File: config.mk
export PLATFORM = sky130hd
export DESIGN_NAME = serial_audio_port_config_monitor
export DESIGN_NICKNAME = d
export VERILOG_FILES = /design/src/rtl/sap_pkg.sv /design/src/rtl/serial_audio_port_config_monitor.sv
export SDC_FILE = /design/constraint.sdc
export NUM_CORES = 1
export LEC_CHECK = 0
export BUFFER_PORTS_ARGS = -buffer_cell sky130_fd_sc_hd__buf_2
export CAP_MARGIN = 20
export CORE_MARGIN = 4
export CORE_UTILIZATION = 30
export DETAILED_ROUTE_END_ITERATION = 16
export SETUP_SLACK_MARGIN = 0.02
export SLEW_MARGIN = 5
export SYNTH_ARGS = -nofsm -noshare
export SYNTH_HDL_FRONTEND = slang
export SYNTH_SLANG_ARGS = --single-unit
File: constraint.sdc
create_clock -name CLK_I -period 6.3 [get_ports CLK_I]
set_clock_uncertainty 0.05 [all_clocks]
set_input_delay 0.315 -clock CLK_I [delete_from_list [all_inputs] [get_ports CLK_I]]
set_output_delay 0.315 -clock CLK_I [all_outputs]
set_load 0.02 [all_outputs]
File: src/rtl/sap_pkg.sv
`default_nettype none
package sap_pkg;

  // Register indices; byte address is four times the index
  localparam logic [7:0] IDX_POLARITY   = 8'h31;
  localparam logic [7:0] IDX_FORMAT     = 8'h33;
  localparam logic [7:0] IDX_OFFSET_LO  = 8'h34;
  localparam logic [7:0] IDX_ROUTE      = 8'h35;
  localparam logic [7:0] IDX_RATE_MON   = 8'h37;
  localparam logic [7:0] IDX_RATIO_MON  = 8'h38;
  localparam logic [7:0] IDX_IRQ_STATUS = 8'h3a;
  localparam logic [7:0] IDX_IRQ_ENABLE = 8'h3b;
  localparam logic [7:0] IDX_IRQ_CLEAR  = 8'h3c;

  // Reset values
  localparam logic [7:0] RST_POLARITY = 8'h00;
  localparam logic [7:0] RST_FORMAT   = 8'h02;
  localparam logic [7:0] RST_OFFSET   = 8'h00;
  localparam logic [7:0] RST_ROUTE    = 8'h11;

  // Field positions
  localparam int POS_POL_INV = 5;
  localparam int POS_SHIFT_HI = 6;
  localparam int POS_FMT      = 4;
  localparam int POS_PULSE    = 2;
  localparam int POS_WLEN     = 0;
  localparam int POS_LEFT_SEL = 4;
  localparam int POS_RIGHT_SEL = 0;
  localparam int POS_RATIO_HI = 4;

  // Frame formats and word-select styles
  typedef enum logic [1:0] {FMT_I2S = 2'h0, FMT_TDM = 2'h1, FMT_RIGHT = 2'h2, FMT_LEFT = 2'h3} format_type;
  localparam logic [1:0] WS_PULSE = 2'h1;

  // Path selector codes
  localparam logic [1:0] PATH_MUTE = 2'h0;
  localparam logic [1:0] PATH_SAME = 2'h1;
  localparam logic [1:0] PATH_SWAP = 2'h2;

  // Rate monitor codes
  localparam logic [3:0] RATE_ERROR = 4'h0;
  localparam int NUM_RATES = 6;
  localparam logic [3:0] RATE_CODE [NUM_RATES] = '{4'h2, 4'h4, 4'h6, 4'h9, 4'hb, 4'hd};
  localparam int RATE_PERIOD_NS [NUM_RATES] = '{125000, 62500, 31250, 20833, 10417, 5208};
  localparam int CLK_PERIOD_NS = 25;
  localparam int TOL_PERCENT   = 3;
  localparam logic [15:0] FRAME_TIMEOUT_CYC = 16'((RATE_PERIOD_NS[0] * (100 + TOL_PERCENT)) / (100 * CLK_PERIOD_NS));

  // Clock ratio limits, bit clocks per frame
  localparam logic [9:0] RATIO_MIN = 10'h020;
  localparam logic [9:0] RATIO_MAX = 10'h200;

  // Interrupt status bits
  localparam int EV_RATE_CHANGE = 0;
  localparam int EV_RATIO_BAD   = 1;
  localparam int EV_TIMEOUT     = 2;
  localparam int NUM_EVENTS     = 3;

  // Software-visible configuration
  typedef struct packed {
    logic [7:0] polarity;
    logic [7:0] format;
    logic [7:0] offset_lo;
    logic [7:0] route;
    logic [1:0] rate_spare;
  } config_type;

  // One received stereo frame
  typedef struct packed {
    logic [31:0] left;
    logic [31:0] right;
  } sample_pair_type;

endpackage : sap_pkg
`default_nettype wire

File: src/rtl/serial_audio_port_config_monitor.sv
// Operation
// - Polarity bit picks bit-clock sampling edge
// - Format field selects I2S, TDM, right, left
// - Width field selects 16, 20, 24, 32
// - Ten-bit offset from two registers
// - Offset zero is frame start (right-justified: half-frame minus width), +1 per bit
// - Pulse code accepts short frame-sync pulse
// - Left path: mute, left or right data
// - Right path: mute, right or left data
// - Rate monitor reports four-bit rate code
// - Ratio reported as ten bits, two registers
// - Ratio counts bit clocks per frame
//
// The Avalon-MM interface to the registers is this design's own decision.
`default_nettype none
module serial_audio_port_config_monitor (
  input  wire logic        CLK_I,
  input  wire logic        RSTN_I,
  input  wire logic [7:0]  ADDRESS_I,
  input  wire logic        READ_I,
  input  wire logic        WRITE_I,
  input  wire logic [3:0]  BYTEENABLE_I,
  input  wire logic [31:0] WRITEDATA_I,
  output logic      [31:0] READDATA_O,
  output logic             WAITREQUEST_O,
  output logic             IRQ_O,
  input  wire logic        BIT_CLOCK_I,
  input  wire logic        WORD_SELECT_I,
  input  wire logic        SERIAL_DATA_I,
  output logic             SERIAL_DATA_O,
  output logic      [31:0] LEFT_DATA_O,
  output logic      [31:0] RIGHT_DATA_O,
  output logic             SAMPLE_VALID_O
);

  // Frame tracking states, Gray along the path
  typedef enum logic [1:0] {HUNT = 2'b00, MEASURE = 2'b01, STREAM = 2'b11} frame_state_type;

  // All state of the block
  typedef struct packed {
    logic [2:0]                  sync_meta;   // First synchroniser stage
    logic [2:0]                  sync_pins;   // Second stage: bit clock, word select, data
    logic                        bck_prev;    // Last synchronised bit clock
    logic                        ws_prev;     // Word select at previous sample edge
    logic                        ws_prev2;    // Word select one sample edge earlier
    frame_state_type             state;       // Frame tracking
    sap_pkg::config_type         cfg;         // Software settings
    logic [9:0]                  bit_cnt;     // Sample edges since frame start
    logic [9:0]                  ratio;       // Last measured bit clocks per frame
    logic [15:0]                 frame_cyc;   // Core cycles since frame start
    logic [3:0]                  rate;        // Last rate code
    logic [31:0]                 shift;       // Incoming word
    logic [31:0]                 left_hold;   // Left word until right completes
    sap_pkg::sample_pair_type    tx;          // Routed pair sent back out
    logic [sap_pkg::NUM_EVENTS-1:0] irq_status;
    logic [sap_pkg::NUM_EVENTS-1:0] irq_enable;
    logic                        waitreq;
    logic [31:0]                 rdata;
    logic                        irq;
    logic                        sdo;
    sap_pkg::sample_pair_type    out;
    logic                        valid;
  } state_type;

  state_type st;
  state_type next_st;

  // Word length in bits from the width code
  function automatic logic [5:0] word_bits(input logic [1:0] code);
    unique case (code)
      2'h0: word_bits = 6'd16;
      2'h1: word_bits = 6'd20;
      2'h2: word_bits = 6'd24;
      2'h3: word_bits = 6'd32;
    endcase
  endfunction : word_bits

  // Frame period in core cycles to rate code, tolerance both ways
  function automatic logic [3:0] rate_of(input logic [15:0] cyc);
    int unsigned lo;
    int unsigned hi;
    rate_of = sap_pkg::RATE_ERROR;
    for (int k = 0; k < sap_pkg::NUM_RATES; k++)
    begin
      lo = (sap_pkg::RATE_PERIOD_NS[k] * (100 - sap_pkg::TOL_PERCENT)) / (100 * sap_pkg::CLK_PERIOD_NS);
      hi = (sap_pkg::RATE_PERIOD_NS[k] * (100 + sap_pkg::TOL_PERCENT)) / (100 * sap_pkg::CLK_PERIOD_NS);
      if (32'(cyc) >= lo && 32'(cyc) <= hi)
        rate_of = sap_pkg::RATE_CODE[k];
    end
  endfunction : rate_of

  // Route one channel; the reserved code is left to software to avoid
  function automatic logic [31:0] route(input logic [1:0] sel, input logic [31:0] same, input logic [31:0] other);
    unique case (sel)
      sap_pkg::PATH_MUTE: route = 32'h0;
      sap_pkg::PATH_SAME: route = same;
      sap_pkg::PATH_SWAP: route = other;
      default:            route = 32'h0;
    endcase
  endfunction : route

  // Test for the bit position that ends a word
  function automatic logic is_last(input logic [9:0] p, input logic [9:0] s, input logic [5:0] n);
    is_last = (p == s + 10'(n) - 10'h001);
  endfunction : is_last

  // Test for a bit position inside a word; a window past the counter top does not wrap
  function automatic logic in_win(input logic [9:0] p, input logic [9:0] s, input logic [5:0] n);
    in_win = (p >= s) && (p < s + 10'(n));
  endfunction : in_win

  // Reset image of the whole state; constants only
  localparam state_type ST_RESET = '{
    state:   HUNT,
    cfg:     '{polarity:   sap_pkg::RST_POLARITY,
               format:     sap_pkg::RST_FORMAT,
               offset_lo:  sap_pkg::RST_OFFSET,
               route:      sap_pkg::RST_ROUTE,
               rate_spare: 2'h0},
    waitreq: 1'b1,
    default: '0
  };

  // Decoded controls, all taken from the stored configuration
  logic                 inv;          // Sample on falling edge when set
  sap_pkg::format_type  fmt;          // Frame format
  logic                 pulse;        // Short frame-sync pulse style
  logic [5:0]           wbits;        // Word length in bits
  logic [9:0]           offset;       // Bit clocks to MSB from frame start, or from half minus width if right-justified
  logic [1:0]           left_sel;     // Left path selector
  logic [1:0]           right_sel;    // Right path selector

  // Link view after the synchroniser
  logic                 bck_now;      // Synchronised bit clock
  logic                 ws_now;       // Synchronised word select
  logic                 sd_now;       // Synchronised serial data
  logic                 sample_edge;  // Edge on which data is stable
  logic                 frame_start;  // First bit clock of a frame
  logic [9:0]           pos;          // Bit position within the frame
  logic [9:0]           half;         // Half of the measured frame
  logic [9:0]           left_start;   // Position of the left MSB
  logic [9:0]           right_start;  // Position of the right MSB
  logic [31:0]          word;         // Shift register with this bit added
  logic [31:0]          aligned;      // Finished word, MSB at the top

  // Bus and interrupt helpers
  logic                 req;          // Read or write pending
  logic                 accept;       // Edge on which the request completes
  logic                 wr_en;        // Write lands on this edge
  logic [31:0]          rd_mux;       // Register selected by the address
  logic [3:0]           new_rate;     // Rate code of the frame just ended
  logic [sap_pkg::NUM_EVENTS-1:0] events; // Hardware events this cycle
  logic [sap_pkg::NUM_EVENTS-1:0] clear;  // Software clear this cycle

  // Field decode of the stored configuration
  assign inv       = st.cfg.polarity[sap_pkg::POS_POL_INV];
  assign fmt       = sap_pkg::format_type'(st.cfg.format[sap_pkg::POS_FMT +: 2]);
  assign pulse     = st.cfg.format[sap_pkg::POS_PULSE +: 2] == sap_pkg::WS_PULSE;
  assign wbits     = word_bits(st.cfg.format[sap_pkg::POS_WLEN +: 2]);
  assign offset    = {st.cfg.format[sap_pkg::POS_SHIFT_HI +: 2], st.cfg.offset_lo};
  assign left_sel  = st.cfg.route[sap_pkg::POS_LEFT_SEL +: 2];
  assign right_sel = st.cfg.route[sap_pkg::POS_RIGHT_SEL +: 2];

  // Only the second synchroniser stage is read
  assign bck_now = st.sync_pins[2];
  assign ws_now  = st.sync_pins[1];
  assign sd_now  = st.sync_pins[0];

  // Host changes pins on one edge, so sample on the other
  assign sample_edge = inv ? (st.bck_prev && !bck_now) : (!st.bck_prev && bck_now);

  // Bus handshake decode
  assign req    = READ_I || WRITE_I;
  assign accept = req && !st.waitreq;
  assign wr_en  = WRITE_I && accept && BYTEENABLE_I[0];

  // Position counts from zero at the frame start edge
  assign pos  = frame_start ? 10'h000 : st.bit_cnt;
  assign half = st.ratio >> 1;

  // Serial shift, MSB first; short words end up left-aligned
  assign word    = {st.shift[30:0], sd_now};
  assign aligned = word << ($bits(word) - int'(wbits));

  // Frame start detection per format
  always_comb
  begin
    if (pulse || fmt != sap_pkg::FMT_I2S)
    begin
      // Word select rises at the frame start, pulse or level alike
      frame_start = sample_edge && !st.ws_prev && ws_now;
    end
    else
    begin
      // Classic framing: MSB one bit clock after word select falls
      frame_start = sample_edge && st.ws_prev2 && !st.ws_prev;
    end
  end

  // Word positions inside the frame
  always_comb
  begin
    if (fmt == sap_pkg::FMT_RIGHT && !pulse)
    begin
      // Right-justified: word ends at the half-frame boundary
      left_start = half - 10'(wbits) + offset;
    end
    else
    begin
      // Others: offset counts straight from the frame start
      left_start = offset;
    end
    if (pulse || fmt == sap_pkg::FMT_TDM)
    begin
      // Packed slots: right word follows the left one at once
      right_start = left_start + 10'(wbits);
    end
    else
    begin
      // Level framing: right word sits in the second half
      right_start = half + left_start;
    end
  end

  // Register read multiplexer; write-only clear reads as zero
  always_comb
  begin
    case (ADDRESS_I)
      sap_pkg::IDX_POLARITY:   rd_mux = 32'(st.cfg.polarity);
      sap_pkg::IDX_FORMAT:     rd_mux = 32'(st.cfg.format);
      sap_pkg::IDX_OFFSET_LO:  rd_mux = 32'(st.cfg.offset_lo);
      sap_pkg::IDX_ROUTE:      rd_mux = 32'(st.cfg.route);
      sap_pkg::IDX_RATE_MON:   rd_mux = 32'({st.cfg.rate_spare, st.ratio[9:8], st.rate});
      sap_pkg::IDX_RATIO_MON:  rd_mux = 32'(st.ratio[7:0]);
      sap_pkg::IDX_IRQ_STATUS: rd_mux = 32'(st.irq_status);
      sap_pkg::IDX_IRQ_ENABLE: rd_mux = 32'(st.irq_enable);
      default:                 rd_mux = 32'h0;
    endcase
  end

  // Next-state logic for link, bus and interrupts
  always_comb
  begin
    next_st           = st;
    events            = '0;
    clear             = '0;
    new_rate          = rate_of(st.frame_cyc);
    next_st.valid     = 1'b0;
    next_st.sync_meta = {BIT_CLOCK_I, WORD_SELECT_I, SERIAL_DATA_I};
    next_st.sync_pins = st.sync_meta;
    next_st.bck_prev  = bck_now;

    // Frame clock counts core cycles and sticks at the timeout
    if (st.frame_cyc != sap_pkg::FRAME_TIMEOUT_CYC)
    begin
      next_st.frame_cyc = st.frame_cyc + 16'h0001;
    end
    else if (st.state != HUNT)
    begin
      // Host went quiet: hunt again and report the loss
      next_st.state               = HUNT;
      next_st.rate                = sap_pkg::RATE_ERROR;
      events[sap_pkg::EV_TIMEOUT] = 1'b1;
      if (st.rate != sap_pkg::RATE_ERROR)
        events[sap_pkg::EV_RATE_CHANGE] = 1'b1;
    end

    // Bit clock edge: history and position counter
    if (sample_edge)
    begin
      next_st.ws_prev  = ws_now;
      next_st.ws_prev2 = st.ws_prev;
      // Saturate so a runaway frame cannot wrap back to zero
      next_st.bit_cnt  = (&pos) ? pos : pos + 10'h001;
    end

    // Frame boundary: measure the frame that just ended
    if (frame_start)
    begin
      next_st.frame_cyc = '0;
      unique case (st.state)
        HUNT:
        begin
          // First boundary only opens a measurement
          next_st.state = MEASURE;
        end
        MEASURE, STREAM:
        begin
          next_st.state = STREAM;
          next_st.ratio = st.bit_cnt;
          next_st.rate  = new_rate;
          if (new_rate != st.rate)
            events[sap_pkg::EV_RATE_CHANGE] = 1'b1;
          // Out-of-range ratio is still reported as measured
          if (st.bit_cnt < sap_pkg::RATIO_MIN || st.bit_cnt > sap_pkg::RATIO_MAX)
            events[sap_pkg::EV_RATIO_BAD] = 1'b1;
        end
        default:
        begin
          // Illegal code: start over
          next_st.state = HUNT;
        end
      endcase
    end

    // Capture needs a known ratio, so the measuring frame is lost
    if (sample_edge && st.state == STREAM)
    begin
      if (in_win(pos, left_start, wbits) || in_win(pos, right_start, wbits))
        next_st.shift = word;
      if (is_last(pos, left_start, wbits))
        next_st.left_hold = aligned;
      if (is_last(pos, right_start, wbits))
      begin
        // Pair complete: route and present for one cycle
        next_st.out.left  = route(left_sel, st.left_hold, aligned);
        next_st.out.right = route(right_sel, aligned, st.left_hold);
        next_st.tx        = next_st.out;
        next_st.valid     = 1'b1;
      end
      // Echo the routed pair in the same slots it arrived in
      if (in_win(pos, left_start, wbits))
        next_st.sdo = st.tx.left[~5'(pos - left_start)];
      else if (in_win(pos, right_start, wbits))
        next_st.sdo = st.tx.right[~5'(pos - right_start)];
      else
        next_st.sdo = 1'b0;
    end

    // Bus: one wait state, then the answer for exactly one edge
    next_st.waitreq = !(req && st.waitreq);
    if (req && st.waitreq)
      next_st.rdata = rd_mux;

    // Register writes; monitor registers keep their measured fields
    if (wr_en)
    begin
      case (ADDRESS_I)
        sap_pkg::IDX_POLARITY:   next_st.cfg.polarity  = WRITEDATA_I[7:0];
        sap_pkg::IDX_FORMAT:     next_st.cfg.format    = WRITEDATA_I[7:0];
        sap_pkg::IDX_OFFSET_LO:  next_st.cfg.offset_lo = WRITEDATA_I[7:0];
        sap_pkg::IDX_ROUTE:      next_st.cfg.route     = WRITEDATA_I[7:0];
        sap_pkg::IDX_RATE_MON:   next_st.cfg.rate_spare = WRITEDATA_I[7:6];
        sap_pkg::IDX_IRQ_ENABLE: next_st.irq_enable    = WRITEDATA_I[sap_pkg::NUM_EVENTS-1:0];
        sap_pkg::IDX_IRQ_CLEAR:  clear                 = WRITEDATA_I[sap_pkg::NUM_EVENTS-1:0];
        default:
        begin
          // Ratio monitor, interrupt status and unknown addresses ignore writes
        end
      endcase
    end

    // Sticky status; an event in the clear cycle wins
    next_st.irq_status = (st.irq_status & ~clear) | events;
    next_st.irq        = |(next_st.irq_status & next_st.irq_enable);
  end

  // One register stage for the whole block
  always_ff @(posedge CLK_I or negedge RSTN_I)
  begin
    if (!RSTN_I)
      st <= ST_RESET;
    else
      st <= next_st;
  end

  // Every output comes straight from the state register
  assign READDATA_O     = st.rdata;
  assign WAITREQUEST_O  = st.waitreq;
  assign IRQ_O          = st.irq;
  assign SERIAL_DATA_O  = st.sdo;
  assign LEFT_DATA_O    = st.out.left;
  assign RIGHT_DATA_O   = st.out.right;
  assign SAMPLE_VALID_O = st.valid;

endmodule : serial_audio_port_config_monitor

`default_nettype wire

==> metrics.txt <==
Sink Count 230; fin area 19000 um2; Crit path top cell by count ha_4; routed len/inst 19.6 um; grt ovf 0; Gate Count Post-Synth between 1500 and 2000; worst skew pair latency 570 ps; initial antenna violation count 0; outcome completed; multi-input logic area 9670 um2; Register Area 5760 um2; DP Wirelength 36300 um; post-synth top area cell dfrtp_1; power density over the cells approximately 240 nW/um2; share of total power in sequential cells 37.3%; Nets 1917; Clock Power Share 33.5%; antenna violation net count after detailed routing 0; Sw Share between 30% and 40%; Seq cells post-synth 230; M2 GR Usage between 20 and 30%; EDFF count, synth 0; layout filler cell count roughly 5400; Port Buffers 99; layout cell share with drive strength beyond 1 28.4%; Logic pwr share between 20% and 30%; DR vias/cell 5.32; row count 85; top_reg_cell synth dfrtp_1; final wirelength 48900 um; clk buf depth 3; VDD IR max ~0.13 mV; clock root cell clkbuf_16; fraction of registers with async set/reset 100%; vias approximately 13000; initial DRC count roughly 1100; CP startpoint kind flop; RSZ-0062 raised after global routing yes; largest net degree at the start of global routing 164; Max-slew headroom 33.8%; Synthesis Warnings 0; switching pwr 1.52 mW; top post-synthesis cells by area dfrtp_1 (35%), mux2_2 (12%), ha_1 (6.1%); final slew viol count 0; most common cell in the netlist dfrtp_1; CTS buffer count 28; crit path kind flop to flop; fmax 161 MHz; diode count 0; total power ~4.5 mW; vias in the first global route ~13000; placed inst area 17600 um2; M3 GR Usage roughly 2.2%; worst setup margin 73.9 ps; R2R setup slack 70 ps; maxcap violations 0; Worst setup EP type flop; CTS HTree Levels 1; Tcrit/Tclk final 98.8%; Worst EP arrival 6620 ps; Min-Delay Path Depth 3; GRT busiest layer met2; slowest stage delay, CP 570 ps; Reg2Reg Depth 29; die area 58200 um2; Final min period just over 6000 ps; DP Worst Slack -107 ps; Seq/Total Area, Yosys 35.3%; first-pass GRT wire length roughly 75000 um; area added between synthesis and finish 16.7%; Final Hold Vio Count 0; Tot GR Track Use 16.2%; detailed-route DRC error count 0; RD Place Congestion 0.923; Crit-path slowest cell dfstp_2; final setup vio count 0; Worst-path clk slew 50 ps; Hold Crit Class input pin to flop; CP Max Fanout 15; commonest cells in the netlist dfrtp_1 (226), mux2_2 (170), nor2_1 (142); Ports around 150; core area 53800 um2; TritonCTS clock tree done; first drt pass iteration count 7; internal power 3.02 mW; worst slew pin tran around 1000 ps; Synth cell types 75; Die Wd approximately 240 um; Mean Syn Cell Area 9.69 um2; initial core utilization 30.3%; Post-Syn Area 16300 um2; Die Ht 241 um; total negative slack 0 ps; Synth top area share 34.6%; CP required 6700 ps; M1 GR Usage 22.6%; Leakage between 8 and 9 nW
kinds of logic after synthesis:
logic type,synth area share [%]
XOR/XNOR,4.15
other,0.0230
AND/OR/NAND/NOR,12.7
multiplexers,18.4
flip-flops,35.3
AO/OA/AOI/OAI,13.6
buffers and inverters,8.69
adder cells (fa/ha/maj),7.16
state kept, by name, summed over array words and instances, names as in the netlist:
signal	cells
IRQ_O	1
LEFT_DATA_O	32
READDATA_O	8
RIGHT_DATA_O	32
SAMPLE_VALID_O	1
SERIAL_DATA_O	1
WAITREQUEST_O	1
bck_now	1
fmt	2
half	9
inv	1
left_sel	2
next_st	3
offset	10
right_sel	2
sd_now	1
st	123
power groups by stage:
stage                     Combinational, mW  Clock [mW]  Sequential [mW]
after floorplan                       0.871           0             1.63
after CTS                              1.26        1.55             1.69
after detailed placement               1.23           0             1.71
after global routing                   1.44        1.61             1.70
after global placement                 1.20           0             1.71
final                                  1.32        1.52             1.69
stage by stage:
step                      std cells  utilization (%)  hold WS, ps
after floorplan                1708                -        -30.6
after global placement         2428             32.7          264
after detailed placement       2428             32.7          272
after CTS                      2488             34.6         6.62
after global routing           2493             35.4         29.1
final                          2493             35.4         19.5
placed cells by master (no fill, tap or decap), types with 19 or more instances in the layout:
master | synthesis | routed
dfrtp_1 | 226 | 225
clkbuf_16 | 0 | 29
xnor2_1 | 53 | 50
a21o_1 | 25 | 25
nand4_1 | 20 | 20
ha_1 | 79 | 66
mux2i_1 | 39 | 38
a22oi_1 | 68 | 68
conb_1 | 1 | 24
a21oi_1 | 60 | 51
o21ai_0 | 90 | 84
nand2_1 | 130 | 129
buf_2 | 3 | 98
nor3_1 | 23 | 22
nand2b_1 | 23 | 21
mux2_2 | 170 | 142
nand3_1 | 24 | 24
xor2_1 | 20 | 19
mux2_4 | 0 | 28
nor2_1 | 142 | 141
mux4_2 | 28 | 28
buf_4 | 96 | 104
inv_1 | 89 | 86
cell type report:
cell class	count	area share (%)
clock buffer	45	4.33
clock inverter	4	0.197
inverter	90	1.77
multi-input combinational	1209	50.8
sequential	230	30.3
tap	696	4.57
timing repair buffer	219	8.11
worst paths after layout:
kind                           startpoint                to
setup / recovery                  st[293]  RIGHT_DATA_O[19]
hold / removal             WRITEDATA_I[5]       left_sel[1]
setup reg to reg                  st[293]  RIGHT_DATA_O[19]
hold reg to reg              next_st[315]           bck_now
max in group asynchronous          RSTN_I           st[228]
min in group asynchronous          RSTN_I           st[100]
critical path, delay by kind of cell, from the launching register on:
family                     cells  cell delay, ps
and+or+nand+nor                3             370
AOI/OAI and AO/OA             10            2030
adders and majority gates      5            1450
xor gates and xnor gates       3             430
buffers and inverters          6             720
DFF                            1             570
muxes                          2             470
what timing repair did:
action	CTS	global route
endpoints found under the hold margin	72	0
resized for setup	15	67
gates cloned	0	1
setup endpoints to repair	93	97
buffers inserted	4	3
hold buffers	7	0
pin swaps	4	3
routing by layer:
metal	vias up	part of all wire, %
met4	0	2.6
met3	68	5.4
met5	-	0
met2	427	47
li1	6074	-
met1	6695	45
(Power assumes the default switching activity.)
